`config.mk`:
```
export PLATFORM = sky130hd
export DESIGN_NAME = phyirq_top
export DESIGN_NICKNAME = d
export VERILOG_FILES = /design/src/verilog/phyirq_pkg.sv /design/src/verilog/phyirq_top.sv
export SDC_FILE = /design/constraint.sdc
export NUM_CORES = 1
export LEC_CHECK = 0
export BUFFER_PORTS_ARGS = -buffer_cell sky130_fd_sc_hd__buf_4
export CAP_MARGIN = 30
export CORE_MARGIN = 2
export CORE_UTILIZATION = 50
export DETAILED_ROUTE_END_ITERATION = 10
export PLACE_DENSITY = 0.73
export RECOVER_POWER = 100
export SETUP_SLACK_MARGIN = 0.15
export SYNTH_ARGS = -nofsm -noshare
export SYNTH_HDL_FRONTEND = slang
export SYNTH_SLANG_ARGS = --single-unit
```
`constraint.sdc`:
```
create_clock -name clk_i -period 2.4 [get_ports clk_i]
set_input_delay 0.12 -clock clk_i [delete_from_list [all_inputs] [get_ports clk_i]]
set_output_delay 0.12 -clock clk_i [all_outputs]
set_load 0.005 [all_outputs]
```
`src/verilog/phyirq_pkg.sv`:
```
package phyirq_pkg;

    // Register indices; byte address is four times the index
    localparam logic [4:0]  IDX_SOURCE_FLAGS = 5'h1D;
    localparam logic [4:0]  IDX_ENABLE_MASK  = 5'h1E;
    localparam logic [4:0]  IDX_NEG_STATUS   = 5'h1F;
    localparam int          ADDR_LSB         = 2;

    // Event flag bit positions
    localparam int          BIT_ENERGY       = 7;
    localparam int          BIT_NEG_DONE     = 6;
    localparam int          BIT_REMOTE_FAULT = 5;
    localparam int          BIT_LINK_DOWN    = 4;
    localparam int          BIT_PARTNER_ACK  = 3;
    localparam int          BIT_PAR_FAULT    = 2;
    localparam int          BIT_PAGE_RX      = 1;
    localparam int          FLAG_HI          = 7;
    localparam int          FLAG_LO          = 1;

    // Status register fields
    localparam int          BIT_AUTODONE     = 12;
    localparam int          KEEP_HI          = 11;
    localparam int          KEEP_LO          = 5;
    localparam int          SPD_HI           = 4;
    localparam int          SPD_LO           = 2;
    localparam logic [6:0]  KEEP_RESET       = 7'h02;
    localparam logic [7:0]  MASK_RESET       = 8'h00;

    // Resolved speed and duplex codes
    localparam logic [2:0]  SPD_10_HALF      = 3'h1;
    localparam logic [2:0]  SPD_10_FULL      = 3'h5;
    localparam logic [2:0]  SPD_100_HALF     = 3'h2;
    localparam logic [2:0]  SPD_100_FULL     = 3'h6;

    // Energy timeout
    localparam int          CLK_HZ           = 125_000_000;
    localparam int          ENERGY_TMO_MS    = 256;
    localparam longint      ENERGY_TMO_CYC   =
        (longint'(ENERGY_TMO_MS) * CLK_HZ) / 1000;

    typedef struct packed {
        logic        energy_valid;
        logic        neg_complete;
        logic        remote_fault;
        logic        link_up;
        logic        partner_ack;
        logic        par_fault;
        logic        page_rx;
        logic [2:0]  speed_duplex;
    } phyirq_events_t;

    typedef enum logic [1:0] {
        BUS_IDLE,
        BUS_ACK
    } phyirq_bus_t;

endpackage

```
`src/verilog/phyirq_top.sv`:
```
// Operation
// - Source flags: bit7 energy, 6 neg done, 5 fault, 4 link down, 3 ack, 2, 1.
// - Each flag is read-only and stays set until the register is read.
// - Link-down flag after reset equals the line's link-down state then.
// - Mask low byte read/write, resets zero, one enables that source.
// - Mask high byte reads zero; master writes zeros and ignores it.
// - Status bit 12 reads one once negotiation is done while negotiation is enabled, else zero.
// - Status bits 4:2: 001 10H, 101 10F, 010 100H, 110 100F.
// - Speed field after reset follows the negotiation result, not a constant.
// - Status bits 11:5 read/write, reset 0000010; master writes that pattern.
// - Energy-present drops after 256 ms without valid line energy.
//
// The implementer's own choice: the Wishbone register port.
`timescale 1ns/1ps

module phyirq_top #(
    parameter longint ENERGY_TMO_CYC = phyirq_pkg::ENERGY_TMO_CYC,
    parameter int     TMO_W          = 26
) (
    input  wire logic                       clk_i,
    input  wire logic                       rst_i,
    input  wire logic                       ce_i,
    input  wire logic                       wb_cyc_i,
    input  wire logic                       wb_stb_i,
    input  wire logic                       wb_we_i,
    input  wire logic [7:0]                 wb_adr_i,
    input  wire logic [3:0]                 wb_sel_i,
    input  wire logic [31:0]                wb_dat_i,
    output logic      [31:0]                wb_dat_o,
    output logic                            wb_ack_o,
    input  wire phyirq_pkg::phyirq_events_t line_i,
    input  wire logic                       neg_enabled_i,
    output logic                            energy_present_o,
    output logic                            irq_o
);


    // All state of the block in one record
    typedef struct packed {
        phyirq_pkg::phyirq_events_t s1;
        phyirq_pkg::phyirq_events_t s2;
        phyirq_pkg::phyirq_events_t s3;
        phyirq_pkg::phyirq_events_t prev;
        logic                       first;
        logic [1:0]                 warm;
        logic [7:1]                 flags;
        logic [7:0]                 mask;
        logic [6:0]                 keep;
        logic                       autodone;
        logic [2:0]                 spd;
        logic                       energy;
        logic [TMO_W-1:0]           tmo;
        phyirq_pkg::phyirq_bus_t    bus;
        logic                       ack;
        logic [31:0]                dat;
        logic                       irq;
    } phyirq_state_t;

    phyirq_state_t              st_r;
    phyirq_state_t              st_nxt;

    phyirq_pkg::phyirq_events_t ev;
    logic                       settled;
    logic [4:0]                 idx;
    logic                       req;
    logic                       rd_req;
    logic                       wr_req;
    logic                       hit_flags;
    logic                       hit_mask;
    logic                       hit_status;
    logic [6:1]                 lvl_now;
    logic [6:1]                 lvl_old;
    logic [6:1]                 rise_v;
    logic                       energy_rise;
    logic [7:1]                 set_v;
    logic [15:0]                rd_v;
    logic                       tmo_end;

    // Synced line levels count once stages two and three agree
    assign settled = (st_r.s2 == st_r.s3);

    assign ev = settled ? st_r.s3 : st_r.prev;

    // Request decode
    assign idx = wb_adr_i[phyirq_pkg::ADDR_LSB +: 5];

    assign req = wb_cyc_i
               && wb_stb_i
               && (st_r.bus == phyirq_pkg::BUS_IDLE);

    assign rd_req = req && !wb_we_i;

    assign wr_req = req && wb_we_i;

    assign hit_flags = (idx == phyirq_pkg::IDX_SOURCE_FLAGS);

    assign hit_mask = (idx == phyirq_pkg::IDX_ENABLE_MASK);

    assign hit_status = (idx == phyirq_pkg::IDX_NEG_STATUS);

    // Event levels, link down taken as the inverse of link up
    assign lvl_now[phyirq_pkg::BIT_NEG_DONE]     = ev.neg_complete;
    assign lvl_now[phyirq_pkg::BIT_REMOTE_FAULT] = ev.remote_fault;
    assign lvl_now[phyirq_pkg::BIT_LINK_DOWN]    = !ev.link_up;
    assign lvl_now[phyirq_pkg::BIT_PARTNER_ACK]  = ev.partner_ack;
    assign lvl_now[phyirq_pkg::BIT_PAR_FAULT]    = ev.par_fault;
    assign lvl_now[phyirq_pkg::BIT_PAGE_RX]      = ev.page_rx;

    assign lvl_old[phyirq_pkg::BIT_NEG_DONE]     = st_r.prev.neg_complete;
    assign lvl_old[phyirq_pkg::BIT_REMOTE_FAULT] = st_r.prev.remote_fault;
    assign lvl_old[phyirq_pkg::BIT_LINK_DOWN]    = !st_r.prev.link_up;
    assign lvl_old[phyirq_pkg::BIT_PARTNER_ACK]  = st_r.prev.partner_ack;
    assign lvl_old[phyirq_pkg::BIT_PAR_FAULT]    = st_r.prev.par_fault;
    assign lvl_old[phyirq_pkg::BIT_PAGE_RX]      = st_r.prev.page_rx;

    // One edge detector per line event
    for (genvar gi = 1; gi <= 6; gi++) begin : g_edge
        assign rise_v[gi] = lvl_now[gi] && !lvl_old[gi];
    end

    // Energy timeout end point
    assign tmo_end = (longint'(st_r.tmo) >= ENERGY_TMO_CYC - 1);

    // Read data mux
    always_comb begin
        rd_v = 16'h0000;
        if (hit_flags) begin
            rd_v[7:1] = st_r.flags;
        end else if (hit_mask) begin
            rd_v[7:0] = st_r.mask;
        end else if (hit_status) begin
            rd_v[phyirq_pkg::BIT_AUTODONE] = st_r.autodone;
            rd_v[phyirq_pkg::KEEP_HI:phyirq_pkg::KEEP_LO] = st_r.keep;
            rd_v[phyirq_pkg::SPD_HI:phyirq_pkg::SPD_LO] = st_r.spd;
        end else begin
            rd_v = 16'h0000;
        end
    end

    always_comb begin
        st_nxt      = st_r;
        set_v       = '0;
        energy_rise = 1'b0;

        // Three-stage sync of the line levels
        st_nxt.s1   = line_i;
        st_nxt.s2   = st_r.s1;
        st_nxt.s3   = st_r.s2;
        st_nxt.prev = ev;

        // Energy timer restarts on any valid energy seen
        if (ev.energy_valid) begin
            st_nxt.tmo    = '0;
            st_nxt.energy = 1'b1;
        end else if (st_r.energy) begin
            if (tmo_end) begin
                st_nxt.energy = 1'b0;
            end else begin
                st_nxt.tmo = st_r.tmo + 1'b1;
            end
        end

        energy_rise = st_nxt.energy && !st_r.energy;

        // Rising edges become latched events
        set_v[phyirq_pkg::BIT_ENERGY] = energy_rise;
        set_v[6:1]                    = rise_v;

        // Hold off events until the sync stages hold real line values
        if (st_r.first) begin
            set_v = '0;
            if (st_r.warm != 2'h3) begin
                st_nxt.warm = st_r.warm + 2'h1;
            end else if (settled) begin
                st_nxt.first = 1'b0;
                st_nxt.flags[phyirq_pkg::BIT_LINK_DOWN] =
                    !st_r.s3.link_up;
            end
        end

        st_nxt.autodone = neg_enabled_i && ev.neg_complete;

        if (!st_r.first) begin
            st_nxt.spd = ev.speed_duplex;
        end

        // Bus handshake: one answer cycle, then idle again
        case (st_r.bus)
            phyirq_pkg::BUS_IDLE: begin
                if (req) begin
                    st_nxt.bus = phyirq_pkg::BUS_ACK;
                end
            end
            phyirq_pkg::BUS_ACK: begin
                st_nxt.bus = phyirq_pkg::BUS_IDLE;
            end
            default: begin
                st_nxt.bus = phyirq_pkg::BUS_IDLE;
            end
        endcase

        st_nxt.ack = req;

        // Reading the flags clears them
        if (rd_req && hit_flags) begin
            st_nxt.flags = '0;
        end

        // Only the low mask byte is kept
        if (wr_req && hit_mask && wb_sel_i[0]) begin
            st_nxt.mask = wb_dat_i[7:0];
        end

        if (wr_req && hit_status) begin
            if (wb_sel_i[0]) begin
                st_nxt.keep[2:0] = wb_dat_i[7:5];
            end
            if (wb_sel_i[1]) begin
                st_nxt.keep[6:3] = wb_dat_i[11:8];
            end
        end

        // Set wins over the read clear
        st_nxt.flags = st_nxt.flags | set_v;

        if (req) begin
            st_nxt.dat = {16'h0000, rd_v};
        end else begin
            st_nxt.dat = 32'h0000_0000;
        end

        st_nxt.irq = |(st_nxt.flags & st_nxt.mask[7:1]);
    end

    always_ff @(posedge clk_i) begin
        if (rst_i) begin
            st_r        <= '0;
            st_r.first  <= 1'b1;
            st_r.warm   <= 2'h0;
            st_r.mask   <= phyirq_pkg::MASK_RESET;
            st_r.keep   <= phyirq_pkg::KEEP_RESET;
            st_r.energy <= 1'b1;
            st_r.bus    <= phyirq_pkg::BUS_IDLE;
            st_r.ack    <= 1'b0;
        end else if (ce_i) begin
            st_r <= st_nxt;
        end
    end

    // Outputs come straight from the state record

    assign wb_dat_o = st_r.dat;

    assign wb_ack_o = st_r.ack;

    assign energy_present_o = st_r.energy;

    assign irq_o = st_r.irq;

endmodule

```
==> metrics.md <==
| Metric | Value |
|---|---|
| CP Class | `reg -> reg` |
| Sum Neg Setup Slack | `0 ps` |
| Switching share of power | `about a quarter` |
| Number of max-capacitance violations reported | `1` |
| Endpoint type of the worst setup path | `register` |
| Yosys warnings | `0` |
| Actual slew at the worst max-slew pin | `1740 ps` |
| Leak | `2.33 nW` |
| RSZ-0062 raised after global routing | `true` |
| Core ar. | `a little over 10000 um^2` |
| Row Count | `37` |
| Synth async-reset ratio | `0%` |
| Initial Util | `roughly 51%` |
| CP max-delay cell | `or4_4` |
| Sw power | `0.897 mW` |
| Die ar. | `around 11000 um^2` |
| Leading cell type in the layout, fill and taps excluded | `dfxtp_1` |
| Internal | `2.52 mW` |
| Layout Utilization | `60.5%` |
| Yosys top cell area share | `a little over two fifths` |
| Flops & latches, synth | `112` |
| Initial antenna violation count | `0` |
| DRT iter0 DRCs | `about 300` |
| Routability cong. | `roughly 0.80` |
| CP required | `between 2000 and 3000 ps` |
| Post-Syn Area per Cell | `between 8 and 9 um^2` |
| CTS Sinks | `about 110` |
| Crit path max-delay family | `simple AND/OR/NAND/NOR gates` |
| CTS buffer count | `9` |
| Width of the die | `between 100 and 150 um` |
| I/O Buffers | `51` |
| Max frequency | `between 0.4 and 0.5 GHz` |
| Via count | `about 4600` |
| Status | `finished with violations` |
| Clock power frac | `between 30% and 40%` |
| Worst VDD drop | `between 0.0004 and 0.0005 V` |
| Number of enable flip-flop cells after synthesis | `0` |
| Final setup viols | `0` |
| First-pass GRT wire length | `19400 um` |
| Final wirelength | `11900 um` |
| Post-DRT Antenna Nets | `0` |
| Vias in the first global route | `4232` |
| DRC viols | `0` |
| Cell Area, Synth | `roughly 5300 um^2` |
| Final period utilization | `around 93%` |
| Fillers | `about 900` |
| Multi-input logic area | `~2800 um^2` |
| Worst path arrival time | `~2500 ps` |
| Chip Height | `107 um` |
| Vias/cell | `about 5.7` |
| Top cells by area, synth | `dfxtp_1, mux2i_1, nor2_1, buf_4, a21oi_1` |
| Fin Clk Skew | `slightly below 7 ps` |
| HP Class | `in -> reg` |
| Most frequent cells in the layout | `dfxtp_1, nor2_1, nand2_1` |
| Crit start category | `register` |
| IO Pins | `96` |
| Buf+Inv Stages, Crit Path | `0` |
| Largest area contributor in the synthesized netlist | `dfxtp_1` |
| FF/Latch Area | `2260 um^2` |
| Max Fanout on Critical Path | `6` |
| Sequential share of the synthesized area | `42.2%` |
| Post-route insts no fill | `around 800` |
| Unique masters post-synth | `65` |
| Final net count | `around 730` |
| Routed len/inst | `14.9 um` |
| Root Driver | `clkbuf_8` |
| Pwr dens | `548 nW/um^2` |
| Pre-antenna DRT Iters | `5` |
| Comb power frac | `approximately an eighth` |
| Final-report max-slew violation count | `43` |
| Tot GR Track Use | `20.9%` |
| Detailed placement HPWL | `between 7000 and 8000 um` |
| GRT overflow | `0` |
| Reg2reg setup slack | `approximately 170 ps` |
| Hold Fails Final Rpt | `0` |
| Max incr delay on CP | `around 520 ps` |
| CTS tree | `built` |
| Hold WS | `about 9 ps` |
| Depth of the CTS H-tree | `3` |
| CP Cell Sequence | `xnor2_2 > nand4_1 > o31ai_4 > and3_4 > nand2b_4 > or4_4 > a21oi_2` |
| Area grow syn2layout | `17.6%` |
| Mapped Cells | `between 600 and 700` |
| Sequential power share | `around 56%` |
| Layout cells sized above 1 | `between 20% and 30%` |
| Largest net degree at the start of global routing | `68` |
| Maximum clock insertion buffer count | `2` |
| Dpl cells | `764` |
| Min Tclk post-route | `about 2200 ps` |
| Violated checks | `capacitance limit, slew limit` |
| Clk pin slew, worst setup/hold paths | `~100 ps` |
| Diode count | `0` |
| Prevailing post-synth register cell | `dfxtp_1` |
| Clock latency on the worst-skew pair | `approximately 380 ps` |
| Worst slew margin | `-15.9%` |
-- state kept, by name (all words and copies together), names as in the netlist --
signal	count
wb_dat_o	13
st_r	71
st_nxt	20
irq_o	1
energy_present_o	1
lvl_old	5
wb_ack_o	1
-- what timing repair did --
action,CTS,global route
gates resized for setup,4,47
hold buffers,16,0
pin swaps,0,18
gates cloned,1,2
setup buffers,0,6
hold endpoints to repair,16,0
setup endpoints to repair,9,27
-- power groups by stage --
| stage | Sequential, mW | Combinational, mW | Clock, mW |
|---|---|---|---|
| 6_report | 1.93 | 0.431 | 1.06 |
| 5_1_grt | 1.93 | 0.472 | 1.16 |
| 4_1_cts | 1.93 | 0.408 | 1.09 |
| 3_5_place_dp | 1.97 | 0.382 | 0 |
| 3_3_place_gp | 1.97 | 0.373 | 0 |
| 2_1_floorplan | 1.96 | 0.269 | 0 |
-- synth_stat cells (all sizes together) (6+ instances only) --
cell type and instances:
a211oi 9, a21oi 43, a222oi 6, a22oi 7
a32oi 6, and2 6, buf 43, clkbuf 26
dfxtp 112, inv 9, mux2 8, mux2i 47
nand2 53, nand3 36, nor2 77, nor3 6
nor4 6, nor4b 6, o21ai 24, or4 10
xnor2 10
-- worst reg2reg max path, delay by kind of cell (launching register included) --
| kind | cells | cell delay, ps |
|---|---|---|
| AOI/OAI and AO/OA | 2 | 480 |
| DFF | 1 | 360 |
| and+or+nand+nor | 4 | 1150 |
| xor gates and xnor gates | 1 | 190 |
-- cells by family (layout without fill, tap and decap cells) --
kind of cell / Yosys count / count (layout) / share of synthesized area [%]
muxes: 55 / 55 / 10.5
other: 1 / 19 / 0.0706
buffers and inverters: 78 / 120 / 8.33
DFF: 112 / 112 / 42.2
AOI/OAI and AO/OA: 118 / 118 / 14.6
adders and majority gates: 2 / 2 / 0.471
and+or+nand+nor: 229 / 231 / 21.8
xor gates and xnor gates: 11 / 11 / 1.95
-- layout make-up --
class	count	area share [%]
Sequential cell	112	36.1
Clock inverter	3	0.400
Multi-Input combinational cell	436	45.3
Clock buffer	12	2.48
Tap cell	136	2.72
Timing Repair Buffer	96	12.4
Inverter	9	0.541
-- through the flow --
step                cell area (um^2)  total power, mW  setup WS (ps)
floorplan                       5380             2.23            216
global placement                5720             2.34            172
detailed placement              5720             2.35            129
CTS                             6080             3.43            151
global route                    6250             3.56           55.4
finish                          6250             3.42            173
-- per-layer routing --
| layer | track usage [%] | part of all wire, % |
|---|---|---|
| met5 | 0 | 0 |
| met1 | 24.8 | 43 |
| met4 | 7.14 | 1.9 |
| met3 | 4.80 | 4.8 |
| met2 | 36.8 | 50 |
-- path summary, 6_finish.rpt --
check               from         end  cells after the start
max            st_r[102]    st_r[47]                      7
min          wb_dat_i[0]    st_r[74]                      3
max reg2reg    st_r[102]    st_r[47]                      7
min reg2reg   lvl_old[3]  lvl_old[3]                      2
Note: power is estimated with default switching activity, not from simulation.
